## src/hdl/sce_pkg.sv

```systemverilog
// Shared constants and carrier types for the smart-card ETU and guard-time logic
package sce_pkg;

	// Register addresses on the plain register port
	localparam int ADDR_W = 3;
	localparam logic [ADDR_W-1:0] ADDR_DATA = 3'h0;
	localparam logic [ADDR_W-1:0] ADDR_CLOCK_CONFIG = 3'h1;
	localparam logic [ADDR_W-1:0] ADDR_ETU_DIVIDER = 3'h2;
	localparam logic [ADDR_W-1:0] ADDR_CONFIG_TWO = 3'h3;
	localparam logic [ADDR_W-1:0] ADDR_GUARD_TIME = 3'h5;
	localparam logic [ADDR_W-1:0] ADDR_CONFIG_ONE = 3'h6;
	localparam logic [ADDR_W-1:0] ADDR_STATUS = 3'h7;

	// Values after reset
	localparam logic [7:0] RST_REG = 8'h00;

	// Field positions in uart_config_one and clock_config_reg
	localparam int CFG1_PROT_T1 = 4;
	localparam int CFG1_TX_MODE = 3;
	localparam int CFG1_SESSION = 1;
	localparam int CFG1_DIRECT_CONVENTION = 0;
	localparam int CCR_SYNC_CLOCK_LEVEL = 3;

	// Prescaler choices
	localparam logic [5:0] PRESC_HI = 6'h20;
	localparam logic [5:0] PRESC_LO = 6'h1f;

	// Spans in tenths of an ETU, plus the guard base in whole ETUs and the full-guard code
	localparam logic [11:0] TENTHS_PER_ETU = 12'h00a;
	localparam logic [11:0] SESSION_END_TENTHS = 12'h069;
	localparam logic [11:0] GT_BASE_ETU = 12'h00c;
	localparam logic [7:0] GT_FULL = 8'hff;
	localparam logic [11:0] FULL_T1_REV1 = 12'h06e;
	localparam logic [11:0] FULL_T1_REV2 = 12'h06c;
	localparam logic [11:0] FULL_T0_REV1 = 12'h078;
	localparam logic [11:0] FULL_T0_REV2 = 12'h076;

	// Second configuration register layout
	typedef struct packed {
		logic ext_irq_wake_enable;
		logic char_irq_disable;
		logic unused;
		logic rx_wake_enable;
		logic sync_card_select;
		logic convention_manual_select;
		logic half_etu_select;
		logic prescaler_select;
	} sce_cfg2_t;

	// Events and data coming from the character engine
	typedef struct packed {
		logic char_done;
		logic init_char_valid;
		logic init_char_direct;
		logic status_flag;
		logic [7:0] rx_byte;
		logic io_out;
		logic io_oe_n;
	} sce_core_evt_t;

endpackage

```

## src/hdl/sce_etu_gen.sv

```systemverilog
// ETU tick generator: prescaler followed by an auto-reload divider
`timescale 1ns/100ps
`default_nettype none
module sce_etu_gen import sce_pkg::*; (
	// Clock and reset
	input wire logic ref_clk,
	input wire logic nrst,
	input wire logic ce,
	// Timing inputs
	input wire logic card_tick,
	input wire logic step2,
	input wire logic [5:0] presc_val,
	input wire logic [7:0] divider,
	// Tick out
	output logic etu_tick
);
	logic [6:0] acc_r;
	logic [6:0] acc_sum;
	logic [7:0] div_cnt_r;
	logic ptick;

	// Half mode advances the prescaler two steps per card clock
	always_comb begin
		acc_sum = acc_r + (step2 ? 7'h02 : 7'h01);
		ptick = card_tick && (acc_sum >= {1'b0, presc_val});
	end

	// Prescaler accumulator
	always_ff @(posedge ref_clk or negedge nrst) begin
		if (!nrst) begin
			acc_r <= 7'h00;
		end else if (ce && card_tick) begin
			acc_r <= ptick ? acc_sum - {1'b0, presc_val} : acc_sum;
		end
	end

	// Down-counter from the divider value to the reload point
	always_ff @(posedge ref_clk or negedge nrst) begin
		if (!nrst) begin
			div_cnt_r <= 8'h00;
			etu_tick <= 1'b0;
		end else if (ce) begin
			etu_tick <= 1'b0;
			if (divider == 8'h00) begin
				div_cnt_r <= 8'h00;
			end else if (ptick) begin
				if (div_cnt_r <= 8'h01) begin
					div_cnt_r <= divider;
					etu_tick <= 1'b1;
				end else begin
					div_cnt_r <= div_cnt_r - 8'h01;
				end
			end
		end
	end
endmodule // sce_etu_gen
`default_nettype wire

```

## src/hdl/sce_span_timer.sv

```systemverilog
// Measures a span given in tenths of an ETU, counted in card clocks
`timescale 1ns/100ps
`default_nettype none
module sce_span_timer import sce_pkg::*; (
	// Clock and reset
	input wire logic ref_clk,
	input wire logic nrst,
	input wire logic ce,
	// Control
	input wire logic start,
	input wire logic card_tick,
	input wire logic step2,
	input wire logic [12:0] etu_clks,
	input wire logic [11:0] tenths,
	// Status
	output logic expired,
	output logic done
);
	logic [25:0] elapsed_r;
	logic [29:0] scaled;
	logic [29:0] target;

	// Elapsed clock steps (two per card clock in half mode) times ten against clocks per ETU times tenths
	always_comb begin
		scaled = 30'(elapsed_r) * 30'd10;
		target = 30'(etu_clks) * 30'(tenths);
	end

	// Count from start until the target is reached
	always_ff @(posedge ref_clk or negedge nrst) begin
		if (!nrst) begin
			elapsed_r <= 26'h0000000;
			expired <= 1'b1;
			done <= 1'b0;
		end else if (ce) begin
			done <= 1'b0;
			if (start) begin
				elapsed_r <= 26'h0000000;
				expired <= 1'b0;
			end else if (!expired) begin
				if (scaled >= target) begin
					expired <= 1'b1;
					done <= 1'b1;
				end else if (card_tick) begin
					elapsed_r <= elapsed_r + (step2 ? 26'h0000002 : 26'h0000001);
				end
			end
		end
	end
endmodule // sce_span_timer
`default_nettype wire

```

## src/hdl/sce_card_timing.sv

```systemverilog
// Configuration, ETU timing, guard time and wake logic of the card UART
//
// Functional notes
// - External interrupt wake enable: falling edge on that pin ends power-down.
// - Receive wake enable: falling edge on the receive line ends power-down.
// - A character starting during power-down loses its beginning.
// - Character interrupt disable suppresses interrupts at character completion.
// - Sync card mode bypasses UART; only data bit 0 reaches the I/O pin.
// - Sync card mode: card clock pin follows the sync clock level bit.
// - Manual select takes software convention; else detect from first session character.
// - Prescaler select picks 32 when set, 31 when clear.
// - One ETU lasts prescaler times divider card clocks.
// - Half ETU select halves the ETU length in card clocks.
// - Half ETU select does nothing when card clock is the crystal clock.
// - Transmission waits the guard ETU count before sending the character.
// - Guard FFh, protocol T=1: period 11 ETU, or 10.8 on second revision.
// - Guard FFh, protocol T=0: period 12 ETU, or 11.8 on second revision.
// - ETU divider is an 8-bit auto-reload down-counter of prescaler ticks.
// - Session start clears itself 10.5 ETU after the initial character.
// - Convention bit set means direct, written by hardware or software.
`timescale 1ns/100ps
`default_nettype none
module sce_card_timing import sce_pkg::*; #(
	parameter int REVISION = 1
) (
	// Clock, reset, enable
	input wire logic ref_clk,
	input wire logic nrst,
	input wire logic ce,
	// Register port
	input wire logic [ADDR_W-1:0] addr,
	input wire logic [7:0] wdata,
	input wire logic wr,
	input wire logic rd,
	output logic [7:0] rdata,
	// Card clock source
	input wire logic card_tick,
	input wire logic card_clk_gen,
	input wire logic card_clk_is_xtal,
	// Character engine
	input wire sce_core_evt_t core_evt,
	output logic etu_tick,
	output logic tx_start,
	output logic [7:0] tx_byte,
	output logic direct_convention_direct,
	output logic protocol_t1,
	output logic rx_enable,
	output logic char_irq,
	// Power control
	input wire logic pd_request,
	input wire logic ext_irq_pin_n,
	output logic power_down,
	output logic wake,
	// Card pins
	input wire logic io_in,
	output logic io_out,
	output logic io_oe_n,
	output logic card_clk
);
	// Elaboration check of the revision
	generate
		if (REVISION != 1 && REVISION != 2) begin : g_bad_rev
			$error("REVISION must be 1 or 2");
		end
	endgenerate

	sce_cfg2_t cfg2_r;
	logic [7:0] guard_r;
	logic [7:0] div_r;
	logic [7:0] ccr_r;
	logic [6:0] cfg1_r;
	logic ext_prev_r;
	logic rx_prev_r;
	logic tx_pend_r;
	logic [5:0] presc;
	logic half_eff;
	logic [12:0] etu_clks;
	logic [11:0] guard_tenths;
	logic guard_exp;
	logic ses_done;
	logic ses_start;
	logic wr_cfg1;
	logic wr_data;
	logic issue;
	logic wake_cond;
	logic [7:0] rdata_nxt;

	// Derived timing values
	always_comb begin
		presc = cfg2_r.prescaler_select ? PRESC_HI : PRESC_LO;
		half_eff = cfg2_r.half_etu_select && !card_clk_is_xtal;
		etu_clks = 13'(presc) * 13'(div_r);
		wr_cfg1 = wr && addr == ADDR_CONFIG_ONE;
		wr_data = wr && addr == ADDR_DATA;
		ses_start = core_evt.init_char_valid && cfg1_r[CFG1_SESSION];
		issue = tx_pend_r && guard_exp && !tx_start && !wr_data;
	end

	// Guard span from start of one character to start of the next
	always_comb begin
		if (guard_r == GT_FULL) begin
			if (cfg1_r[CFG1_PROT_T1]) begin
				guard_tenths = (REVISION == 2) ? FULL_T1_REV2 : FULL_T1_REV1;
			end else begin
				guard_tenths = (REVISION == 2) ? FULL_T0_REV2 : FULL_T0_REV1;
			end
		end else begin
			guard_tenths = 12'((GT_BASE_ETU + 12'(guard_r)) * TENTHS_PER_ETU);
		end
	end

	// ETU tick source
	sce_etu_gen u_etu (
		.ref_clk(ref_clk),
		.nrst(nrst),
		.ce(ce),
		.card_tick(card_tick),
		.step2(half_eff),
		.presc_val(presc),
		.divider(div_r),
		.etu_tick(etu_tick)
	);

	// Guard time between transmitted characters
	sce_span_timer u_guard (
		.ref_clk(ref_clk),
		.nrst(nrst),
		.ce(ce),
		.start(issue),
		.card_tick(card_tick),
		.step2(half_eff),
		.etu_clks(etu_clks),
		.tenths(guard_tenths),
		.expired(guard_exp),
		.done()
	);

	// Session end after the initial character
	sce_span_timer u_session (
		.ref_clk(ref_clk),
		.nrst(nrst),
		.ce(ce),
		.start(ses_start),
		.card_tick(card_tick),
		.step2(half_eff),
		.etu_clks(etu_clks),
		.tenths(SESSION_END_TENTHS),
		.expired(),
		.done(ses_done)
	);

	// Plain configuration registers
	always_ff @(posedge ref_clk or negedge nrst) begin
		if (!nrst) begin
			cfg2_r <= sce_cfg2_t'(RST_REG);
			guard_r <= RST_REG;
			div_r <= RST_REG;
			ccr_r <= RST_REG;
		end else if (ce && wr) begin
			case (addr)
				ADDR_CONFIG_TWO: begin
					cfg2_r <= sce_cfg2_t'(wdata & 8'hdf);
				end
				ADDR_GUARD_TIME: guard_r <= wdata;
				ADDR_ETU_DIVIDER: div_r <= wdata;
				ADDR_CLOCK_CONFIG: ccr_r <= wdata & 8'h3f;
				default: ;
			endcase
		end
	end

	// First configuration register with hardware session and convention updates
	always_ff @(posedge ref_clk or negedge nrst) begin
		if (!nrst) begin
			cfg1_r <= RST_REG[6:0];
		end else if (ce) begin
			if (wr_cfg1) begin
				cfg1_r[6:1] <= wdata[6:1];
			end else if (ses_done) begin
				cfg1_r[CFG1_SESSION] <= 1'b0;
			end
			if (cfg2_r.convention_manual_select) begin
				if (wr_cfg1) begin
					cfg1_r[CFG1_DIRECT_CONVENTION] <= wdata[CFG1_DIRECT_CONVENTION];
				end
			end else if (ses_start) begin
				cfg1_r[CFG1_DIRECT_CONVENTION] <= core_evt.init_char_direct;
			end
		end
	end

	// Transmit hand-off held until the guard span has run out
	always_ff @(posedge ref_clk or negedge nrst) begin
		if (!nrst) begin
			tx_pend_r <= 1'b0;
			tx_start <= 1'b0;
			tx_byte <= RST_REG;
		end else if (ce) begin
			tx_start <= issue;
			if (wr_data && !cfg2_r.sync_card_select && cfg1_r[CFG1_TX_MODE]) begin
				tx_pend_r <= 1'b1;
				tx_byte <= wdata;
			end else if (issue) begin
				tx_pend_r <= 1'b0;
			end
		end
	end

	// Power-down state and wake on falling edges
	always_comb begin
		wake_cond = (cfg2_r.ext_irq_wake_enable && ext_prev_r && !ext_irq_pin_n)
			|| (cfg2_r.rx_wake_enable && rx_prev_r && !io_in);
	end

	always_ff @(posedge ref_clk or negedge nrst) begin
		if (!nrst) begin
			ext_prev_r <= 1'b1;
			rx_prev_r <= 1'b1;
			power_down <= 1'b0;
			wake <= 1'b0;
			rx_enable <= 1'b1;
		end else if (ce) begin
			ext_prev_r <= ext_irq_pin_n;
			rx_prev_r <= io_in;
			wake <= power_down && wake_cond;
			if (power_down && wake_cond) begin
				power_down <= 1'b0;
			end else if (pd_request) begin
				power_down <= 1'b1;
			end
			// Receiver re-arms only on an idle line after wake
			if (power_down || pd_request) begin
				rx_enable <= 1'b0;
			end else if (io_in) begin
				rx_enable <= 1'b1;
			end
		end
	end

	// Character interrupt gating and mirrored configuration
	always_ff @(posedge ref_clk or negedge nrst) begin
		if (!nrst) begin
			char_irq <= 1'b0;
			direct_convention_direct <= 1'b0;
			protocol_t1 <= 1'b0;
		end else if (ce) begin
			char_irq <= core_evt.char_done && !cfg2_r.char_irq_disable;
			direct_convention_direct <= cfg1_r[CFG1_DIRECT_CONVENTION];
			protocol_t1 <= cfg1_r[CFG1_PROT_T1];
		end
	end

	// Card pins: UART path or synchronous bypass
	always_ff @(posedge ref_clk or negedge nrst) begin
		if (!nrst) begin
			io_out <= 1'b0;
			io_oe_n <= 1'b1;
			card_clk <= 1'b0;
		end else if (ce) begin
			if (cfg2_r.sync_card_select) begin
				card_clk <= ccr_r[CCR_SYNC_CLOCK_LEVEL];
				io_out <= 1'b0;
				if (wr_data) begin
					io_oe_n <= wdata[0];
				end
			end else begin
				card_clk <= card_clk_gen;
				io_out <= core_evt.io_out;
				io_oe_n <= core_evt.io_oe_n;
			end
		end
	end

	// Read data mux
	always_comb begin
		case (addr)
			ADDR_DATA: begin
				rdata_nxt = cfg2_r.sync_card_select ? {7'h00, io_in} : core_evt.rx_byte;
			end
			ADDR_CLOCK_CONFIG: rdata_nxt = ccr_r;
			ADDR_ETU_DIVIDER: rdata_nxt = div_r;
			ADDR_CONFIG_TWO: rdata_nxt = cfg2_r;
			ADDR_GUARD_TIME: rdata_nxt = guard_r;
			ADDR_CONFIG_ONE: rdata_nxt = {1'b0, cfg1_r};
			ADDR_STATUS: rdata_nxt = {4'h0, tx_pend_r, guard_exp, power_down, core_evt.status_flag};
			default: rdata_nxt = 8'h00;
		endcase
	end

	// Read data stands in the cycle after the strobe only
	always_ff @(posedge ref_clk or negedge nrst) begin
		if (!nrst) begin
			rdata <= 8'h00;
		end else if (ce) begin
			rdata <= rd ? rdata_nxt : 8'h00;
		end
	end

	property p_ext_wake;
		@(posedge ref_clk) disable iff (!nrst)
		(ce && power_down && cfg2_r.ext_irq_wake_enable && ext_prev_r && !ext_irq_pin_n)
			|=> (wake && !power_down);
	endproperty
	a_ext_wake: assert property (p_ext_wake) else $error("ext pin wake missed");

	property p_rx_wake;
		@(posedge ref_clk) disable iff (!nrst)
		(ce && power_down && cfg2_r.rx_wake_enable && rx_prev_r && !io_in) |=> wake;
	endproperty
	a_rx_wake: assert property (p_rx_wake) else $error("receive wake missed");

	property p_rx_off_pd;
		@(posedge ref_clk) disable iff (!nrst)
		(ce && power_down) |=> !rx_enable;
	endproperty
	a_rx_off_pd: assert property (p_rx_off_pd) else $error("receiver live in power-down");

	property p_irq_mask;
		@(posedge ref_clk) disable iff (!nrst)
		(ce && cfg2_r.char_irq_disable) |=> !char_irq;
	endproperty
	a_irq_mask: assert property (p_irq_mask) else $error("masked char irq raised");

	property p_sync_io;
		@(posedge ref_clk) disable iff (!nrst)
		(ce && cfg2_r.sync_card_select && wr_data) |=> (io_oe_n == $past(wdata[0]) && !io_out);
	endproperty
	a_sync_io: assert property (p_sync_io) else $error("sync io bit wrong");

	property p_sync_clk;
		@(posedge ref_clk) disable iff (!nrst)
		(ce && cfg2_r.sync_card_select) |=> card_clk == $past(ccr_r[CCR_SYNC_CLOCK_LEVEL]);
	endproperty
	a_sync_clk: assert property (p_sync_clk) else $error("sync clock not followed");

	property p_manual_direct_convention;
		@(posedge ref_clk) disable iff (!nrst)
		(ce && cfg2_r.convention_manual_select && wr_cfg1)
			|=> ##1 direct_convention_direct == $past(wdata[0], 2);
	endproperty
	a_manual_direct_convention: assert property (p_manual_direct_convention) else $error("manual convention lost");

	property p_guard_wait;
		@(posedge ref_clk) disable iff (!nrst)
		$rose(tx_start) |-> $past(guard_exp);
	endproperty
	a_guard_wait: assert property (p_guard_wait) else $error("sent inside guard");

	property p_session_end;
		@(posedge ref_clk) disable iff (!nrst)
		(ce && ses_done && !wr_cfg1) |=> !cfg1_r[CFG1_SESSION];
	endproperty
	a_session_end: assert property (p_session_end) else $error("session bit stuck");

	property p_bit5_zero;
		@(posedge ref_clk) disable iff (!nrst)
		(ce && rd && addr == ADDR_CONFIG_TWO) |=> !rdata[5];
	endproperty
	a_bit5_zero: assert property (p_bit5_zero) else $error("unused bit reads one");

	property p_presc;
		@(posedge ref_clk) disable iff (!nrst)
		etu_clks == 13'(cfg2_r.prescaler_select ? 6'd32 : 6'd31) * 13'(div_r);
	endproperty
	a_presc: assert property (p_presc) else $error("ETU length wrong");
endmodule // sce_card_timing
`default_nettype wire

```

## config.mk

```make
export PLATFORM = sky130hd
export DESIGN_NAME = sce_card_timing
export DESIGN_NICKNAME = d
export VERILOG_FILES = /design/src/hdl/sce_pkg.sv /design/src/hdl/sce_etu_gen.sv /design/src/hdl/sce_span_timer.sv /design/src/hdl/sce_card_timing.sv
export SDC_FILE = /design/constraint.sdc
export NUM_CORES = 1
export LEC_CHECK = 0
export BUFFER_PORTS_ARGS = -buffer_cell sky130_fd_sc_hd__buf_2
export CAP_MARGIN = 20
export CORE_ASPECT_RATIO = 0.6
export CORE_MARGIN = 4
export CORE_UTILIZATION = 60
export DETAILED_ROUTE_END_ITERATION = 10
export PLACE_DENSITY = 0.77
export SETUP_SLACK_MARGIN = 0.02
export SLEW_MARGIN = 20
export SYNTH_ARGS = -nofsm -noshare
export SYNTH_HDL_FRONTEND = slang
export SYNTH_SLANG_ARGS = --single-unit
```

## constraint.sdc

```tcl
create_clock -name ref_clk -period 16.65 [get_ports ref_clk]
set_input_delay 2.4975 -clock ref_clk [delete_from_list [all_inputs] [get_ports ref_clk]]
set_output_delay 2.4975 -clock ref_clk [all_outputs]
set_load 0.005 [all_outputs]
```

# Yosys cells after proc, flatten, opt, wreduce, memory -nomap -nowiden
# Index checks and enable logic that the tools add are counted.
[op_classes]
add_sub_neg = 6
mul = 6
n_lt_le_gt_ge = 4
n_eq_ne = 13
muxes = 46
n_reduce_logical = 52
[op_table]
columns = ["cell", "count"]
rows = [
  ["$mux 26", 8],
  ["$ge 30x25->1", 2],
  ["$mul 26x3->29 const B", 2],
  ["$pmux 8 s7", 1],
  ["$mux 8", 5],
  ["$add 26x2->26", 1],
  ["$add 26x26->26", 1],
  ["$mux 1", 26],
  ["$mul 13x12->25", 1],
  ["$reduce_and 2->1", 12],
  ["$mul 13x7->20 const B", 1],
  ["$logic_and 1x1->1", 18],
  ["$reduce_bool 2->1", 8],
  ["$mul 6x8->13", 1],
  ["$mux 12", 1],
  ["$mul 9x3->11 const B", 1],
  ["$add 4x8->9 const A", 1],
  ["$eq 3x3->1 const B", 3],
  ["$eq 8x8->1 const B", 1],
  ["$le 8x1->1 const B", 1],
  ["$logic_not 8->1", 1],
  ["$ne 2x2->1 const B", 4],
  ["$reduce_and 4->1", 2],
  ["$sub 8x1->8 const B", 1],
  ["other kinds (14)", 24],
]
[totals]
register_bits = 136
in_bits = 36
out_inout_bits = 27
word_cells = 163

# Depth between registers and ports, before layout
# Gate-level depths: netlist of the first run.
[depth]
ltp_word = 8
ltp_mapped = 49
depth_no_buf = 47

# Hierarchy
# Synthesis of the first run repeated with hierarchy kept, for this count alone.
[hier_totals]
hier_cells = 2715
area_unflattened_um2 = 23776.6
[modules_own_cells]
columns = ["module", "instances", "cells_each", "area_each_um2", "seq_area_each_um2"]
rows = [
  ["sce_span_timer at u_guard", 1, 1040, 8783.4, 701.9],
  ["sce_span_timer at u_session", 1, 1040, 8684.6, 701.9],
  ["sce_card_timing", 1, 464, 4828.4, 1631.6],
  ["sce_etu_gen", 1, 171, 1480.2, 400.4],
]

# Worst setup path after synthesis of the first run
# Ideal clock, no wire load.
[synth_path]
kind = "register -> register"
startpoint = "register cfg2_r[0] in the netlist's numbering"
endpoint = "register u_guard.elapsed_r[16]"
setup_ps = 124
arrival_ps = 10878
path_slack_ps = 5648
path_stages_with_launch = 46
n_path_buf = 2
period_less_slack_ps = 11002
cell_sequence = "dfrtp_1 -> inv_1 -> nand2_1 -> ha_1 -> clkbuf_1 -> inv_1 -> ha_1 -> inv_1 -> fa_1 -> inv_1 -> ha_1 -> a21o_1 -> a21oi_1 -> o21bai_1 -> a21oi_1 -> o21bai_1 -> a21oi_1 -> o21bai_1 -> (+10 left out) -> ha_1 -> nand3_1 -> o211a_1 -> a211oi_1 -> o21a_1 -> o21ai_0 -> a21oi_1 -> xnor2_1 -> ha_1 -> a211oi_1 -> nor2_1 -> a2111o_1 -> a311o_1 -> nor3_1 -> and4_1 -> buf_2 -> a41oi_1 -> a211o_1"
[synth_between]
elab_chain_cells = 6
[synth_lines]
columns = ["element", "line", "text"]
rows = [
  ["start: declaration", "sce_card_timing.sv:67", "sce_cfg2_t cfg2_r;"],
  ["start signal: assignment", "sce_card_timing.sv:155", "cfg2_r <= sce_cfg2_t'(RST_REG);"],
  ["start signal: assignment", "sce_card_timing.sv:162", "cfg2_r <= sce_cfg2_t'(wdata & 8'hdf);"],
  ["$mux 6", "sce_card_timing.sv:90", "presc = cfg2_r.prescaler_select ? PRESC_HI : PRESC_LO;"],
  ["$mul 6x8->13", "sce_card_timing.sv:92", "etu_clks = 13'(presc) * 13'(div_r);"],
  ["$mul 13x12->25", "sce_span_timer.sv:26", "target = 30'(etu_clks) * 30'(tenths);"],
  ["$ge 30x25->1", "sce_span_timer.sv:41", "if (scaled >= target) begin"],
  ["$ne 2x2->1 (no source line)", "n/a", ""],
  ["$reduce_and 4->1 (no source line)", "n/a", ""],
  ["end signal: assignment", "sce_span_timer.sv:45", "elapsed_r <= elapsed_r + (step2 ? 26'h0000002 : 26'h0000001);"],
  ["end: declaration", "sce_span_timer.sv:19", "logic [25:0] elapsed_r;"],
]
# No other way between the ends.
# A chain may end at the register's enable or synchronous reset.

# Worst setup path after layout of the first run
[layout_path]
startpoint = "register cfg2_r[0] in the netlist's numbering"
endpoint = "register u_guard.elapsed_r[15]"
# Same word-level chain as after synthesis.

==> impl_results.md, run 1 <==
* Setup Skew at roughly 0.020 ns
* Clk pin slew, worst setup/hold paths at about 0.070 ns
* Cells on worst reg2reg path at 45
* Async set-reset flop share out of synthesis at 100%
* Slew margin rel. at between 20% and 30%
* # resized after CTS at 0
* Placeable Area at approximately 32,000 µm²
* Vias in the first global route at between 15,000 and 20,000
* Slew @ Worst Pin at roughly 1.1 ns
* Drt pass-1 iters at 6
* Ys flop type: dfrtp_1
* Final period demand of the worst path at about 13 ns
* TritonCTS buffer count at 17
* Cell repeated most along the worst path: inv_1
* Synth Area per Inst at between 8 and 9 µm²
* Routed vias at ~17,000
* Die W at about 240 µm
* Max-Cap Viols at 0
* Post-CTS setup buffers at 0
* Row Count at 50
* Yosys cell types at 84
* Post-route DRC at 0
* Longest Clk Path Bufs at 2
* Outcome: finished, final reports clean
* Post-layout net count at around 2,800
* Most frequent cells in the layout: ha_1, inv_1, nand2_1
* Total GRT Usage at a little under a third
* Ports at 63
* Kind of end point of the critical path: register
* Wire per inst at roughly 20 µm
* Via density at between 6 and 7
* Clk Latency, worst-skew pair at 0.43 ns
* Die Area at about 35,000 µm²
* CP Max Fanout at 18
* Critical Path Max Stage Delay at around 0.73 ns
* Total wire length at roughly 56,000 µm
* # hold bufs at CTS at 0
* Register-to-Register Setup Slack at 3.46 ns
* H-tree Lvls at 4
* Min-Delay Path Depth at 1
* Fin. max-slew vios at 0
* RSZ-0062 raised after global routing: no
* #FFs+latches synth at 136
* Critical path class: reg2reg
* Setup tns final at 0 ns
* Antenna Nets Post-Route at 0
* Multi-input gate area at 14,800 µm²
* Slowest CP cell: dfrtp_1
* Critical Path RT at 16.96 ns
* CTS tree: done
* Synth Cell Area at around 19,000 µm²
* Hold Violations, Final at 0
* Drt first-iter violations at between 1,500 and 2,000
* Total grt overflow at 0
* Post-synth EDFFs at 0
* Initial antenna violation count at 1
* CTS Sinks at about 140
* Initial Util at 61.6%
* Fillcell total at ~2,700
* Ant. Diodes at 0
* Worst Hold Class: reg2reg
* GP Congestion at slightly below 1
* Post-DP HPWL at 44,800 µm
* Largest net degree at the start of global routing at just under 80
* Layout cell share with drive strength beyond 1 at between 8 and 9%
* Storage element area at about 3400 µm²
* Net Count, Synth at 2,750
* Area Growth Syn to Fin at 6.59%
* Port Buffers at 62
* Cells after Synth at approximately 2,300
* Final Setup Violations at 0
* Max Freq at approximately 0.076 GHz
* Post-synthesis sequential area ratio at roughly 18%
* Final cycle utilization of the critical path at between 70% and 80%
* Most common cell after layout, fill and taps aside: ha_1
* Worst setup SP type: register
* First-pass GRT wire length at ~90,000 µm
* CTS root buf: clkbuf_16
* WP data arrival at around 14 ns
* Die height at between 100 and 150 µm
* Synth warn at 0
[cell families after synthesis]
logic type,count (synthesis),share of synthesized area (%)
and+or+nand+nor,724,17.8
adders and majority gates,455,34.7
xor gates and xnor gates,97,4.37
DFF,136,17.5
buffers and inverters,341,6.66
AOI/OAI and AO/OA,425,14.4
muxes,81,4.57
[per-stage QoR]
step / hold slack, ns / cell area [µm²] / cells / setup slack (ns) / utilization (%)
after CTS: 0.490 / 20700 / 2720 / 3.60 / 65.6
after global placement: 0.467 / 20100 / 2688 / 4.04 / 63.8
after detailed placement: 0.468 / 20100 / 2688 / 3.69 / 63.8
after global routing: 0.519 / 20700 / 2720 / 2.36 / 65.6
after floorplan: 0.464 / 19500 / 2259 / 5.65 / -
final: 0.485 / 20700 / 2720 / 3.46 / 65.6
[area by class of cell]
class                      instances  share of cell area [%]
clock inverter                    15                   0.821
inverter                         279                    5.05
timing repair buffer              75                    2.00
sequential                       136                    16.4
clock buffer                      17                    2.05
tap                              416                    2.51
multi-input combinational       1782                    71.1
[flip-flops by register name, indices dropped and copies added (netlist names), 7 cells and up]
name,count
rdata,8
u_session.elapsed_r,26
u_etu.acc_r,7
guard_r,8
div_r,8
u_etu.div_cnt_r,8
cfg2_r,7
u_guard.elapsed_r,26
tx_byte,8
cfg1_r,7
[worst paths after layout]
| path | startpoint | to |
|---|---|---|
| worst max-delay path | cfg2_r[0] | u_guard.elapsed_r[15] |
| worst min-delay path | rdata[4] | rdata[4] |
| worst max register to register | cfg2_r[0] | u_guard.elapsed_r[15] |
| worst min register to register | rdata[4] | rdata[4] |
| max in group asynchronous | nrst | div_r[2] |
| min in group asynchronous | nrst | guard_r[3] |
[routing by layer]
layer	vias to the layer above	global-route usage (%)	share of wire, %
met5	-	0	0.020
met4	2	4.79	1.1
met3	63	8.60	11
met2	715	43.7	40
met1	8190	50.2	48
li1	7885	-	-
[cell usage after synthesis, types with 14 or more instances]
master,instances,area [µm²]
fa_1,140,2800
nand2_1,211,792
nand3_1,63,315
ha_1,315,3940
o21bai_1,16,120
nand4_1,23,144
xnor2_1,63,552
and3_1,17,106
nor3_1,38,190
nand2b_1,40,250
mux2i_1,27,270
nor2b_1,27,169
nor4_1,18,113
nor2_1,204,766
a21oi_1,120,601
xor2_1,34,298
clkbuf_1,51,191
a31oi_1,15,93.8
mux2_2,52,586
o211ai_1,14,105
o21ai_0,83,415
inv_1,278,1040
dfrtp_1,130,3250
a21o_1,35,263
[worst max-delay path: cells and delay by family (launching register included)]
kind | cells | cell delay [ns]
fa+ha+maj | 11 | 5.26
simple gates | 13 | 3.22
compound gates | 10 | 1.84
buf+inv | 8 | 1.12
xor+xnor | 2 | 0.78
flops | 1 | 0.73
mux | 1 | 0.12
Power of run 1 is not shown: default switching activity piles up to over one toggle a cycle in this logic, so the estimate is an artifact.
==> inputs of run 2 (changes only) <==
Settings changed: ABC_AREA from default to 1.
Clock period 16.65 ns to 12.95 ns, I/O delays scaled along.
==> impl_results.md, run 2 <==
* Outcome: finished, final reports clean
* Post-synth EDFFs at 0
* Via density at 5.68
* Wire per inst at approximately 18 µm
* H-tree Lvls at 4
* Top post-synthesis cells by count: nand2_1, inv_1, ha_1, nor2_1, fa_1
* Worst Hold Class: reg2reg
* Antenna Nets Post-Route at 0
* Largest area contributor in the netlist: ha_1
* Synth Area per Inst at between 7 and 8 µm²
* Layout cell share with drive strength beyond 1 at 4.87%
* Drt first-iter violations at approximately 1,700
* Hold Violations, Final at 0
* Initial Util at around three fifths
* GP Congestion at 0.984
* Final hold slack at 0.466 ns
* Async set-reset flop share out of synthesis at 100%
* Fin. max-slew vios at 0
* Ant. Diodes at 0
* Final Setup Violations at 0
* Largest net degree at the start of global routing at 85
* Placed cell area at between 20,000 and 25,000 µm²
* Clk pin slew, worst setup/hold paths at 0.07 ns
* Register-to-Register Setup Slack at approximately 1.3 ns
* Critical Path Max Stage Delay at approximately 0.81 ns
* Most frequent cells in the layout: nand2_1, inv_1, ha_1
* WP data arrival at about 12 ns
* Post-synth top area share at approximately a fifth
* Clk Latency, worst-skew pair at ~0.46 ns
* Longest Clk Path Bufs at 2
* Row Count at around 50
* CTS Sinks at 136
* Design area at 21,700 µm²
* Final cycle utilization of the critical path at approximately nine tenths
* Slew @ Worst Pin at roughly 1.2 ns
* Max Freq at about 0.086 GHz
* Largest regs: u_guard.elapsed_r (26), u_session.elapsed_r (26)
* Die Area at about 37,000 µm²
* Cells after Synth at roughly 2,800
* Top cells by area, synth: ha_1, dfrtp_1, fa_1
* Net Count, Synth at between 3,000 and 4,000
* Final period demand of the worst path at ~12 ns
* Setup Skew at around 0.023 ns
* Setup tns final at 0 ns
* Max-Cap Viols at 0
* CP Max Fanout at 26
* Die W at 246 µm
* Synth Cell Area at between 20,000 and 25,000 µm²
* Post-layout net count at approximately 3,400
* CTS tree: done
* Grt met2 use at roughly 44%
* Post-route DRC at 0
* Kind of end point of the critical path: register
* #FFs+latches synth at 136
* Critical path class: reg2reg
* Yosys cell types at 56
* Area Growth Syn to Fin at 6.60%
* Post-CTS setup buffers at 0
* RSZ-0062 raised after global routing: no
* Ports at between 60 and 70
* # resized after CTS at 0
* Top Usage Layer GRT: met1
* Total grt overflow at 0
* Ys flop type: dfrtp_1
* Routed vias at ~19,000
* Post-DP HPWL at between 40,000 and 50,000 µm
* Slowest CP cell: dfrtp_1
* Drt pass-1 iters at 6
* CTS root buf: clkbuf_16
* Die height at approximately 150 µm
* Slew margin rel. at a little over a fifth
* First-pass GRT wire length at 93,300 µm
* # hold bufs at CTS at 0
* Port Buffers at just over 60
* Initial antenna violation count at 0
* Cell repeated most along the worst path: nand2_1
* Most common cell after layout, fill and taps aside: nand2_1
* Met3 GRT Util at ~8.2%
* TritonCTS buffer count at 17
* Post-synthesis sequential area ratio at 16.8%
* Synth warn at 0
* Grt met1 use at between 50% and 60%
* Critical Path RT at roughly 13 ns
* Total GRT Usage at a little under a third
* Count leader, synth: nand2_1
* Placeable Area at 32,900 µm²
* Total wire length at around 60,000 µm
* Worst setup SP type: register
* Vias in the first global route at roughly 18,000
-- run 2: changes by cell type after synthesis, moves of 52 or more --
| cell | change |
|---|---|
| inv_1 | +233 |
| mux2_2 | -52 |
| nand2_1 | +438 |
| nand3_1 | +75 |
| nor2_1 | +52 |
| o21ai_0 | +56 |
-- run 2: critical path: cells and delay by family, from the launching register on --
kind	cells	cell delay, ns
adders and majority gates	11	5.19
and+or+nand+nor	23	3.11
AOI/OAI and AO/OA	9	1.44
DFF	1	0.81
buffers and inverters	8	0.98
-- run 2: per-layer routing --
layer  share of wire, %  vias up  routed length, µm
met1                 49     8941              28800
met4               0.73        0                425
li1                   -     9143                  -
met2                 39      763              23000
met3                 10       55               6060
met5                  0        -                  0
-- run 2: final timing paths --
check	from	endpoint	cells after the start
min in group asynchronous	nrst	u_session.elapsed_r[15]	1
max	cfg2_r[0]	u_guard.elapsed_r[0]	51
min reg2reg	ext_prev_r	ext_prev_r	2
min	ext_prev_r	ext_prev_r	2
max reg2reg	cfg2_r[0]	u_guard.elapsed_r[0]	51
max in group asynchronous	nrst	u_etu.div_cnt_r[3]	2
-- run 2: stage by stage --
step | util, % | worst slack (ns) | std cells
4_1_cts | 65.9 | 1.52 | 3327
2_1_floorplan | - | 3.01 | 2818
3_3_place_gp | 64.0 | 1.94 | 3295
6_report | 65.9 | 1.26 | 3327
3_5_place_dp | 64.0 | 1.58 | 3295
5_1_grt | 65.9 | 0.378 | 3327
-- run 2: cell families (layout without fill, tap and decap cells) --
group | count (synthesis) | count (layout) | share of synthesized area (%)
xor gates and xnor gates | 123 | 123 | 5.30
muxes | 1 | 1 | 0.0492
AOI/OAI and AO/OA | 347 | 347 | 9.40
DFF | 136 | 136 | 16.8
adders and majority gates | 455 | 455 | 33.1
buffers and inverters | 567 | 626 | 10.7
and+or+nand+nor | 1189 | 1189 | 24.6
-- run 2: final cells by class --
cell class	count	area, µm²
inverter	522	1960
multi-input combinational	2115	14800
timing repair buffer	72	392
clock inverter	15	178
fill	2922	11200
sequential	136	3410
clock buffer	17	425
tap	450	563
Power of run 2 is left out for the same reason.
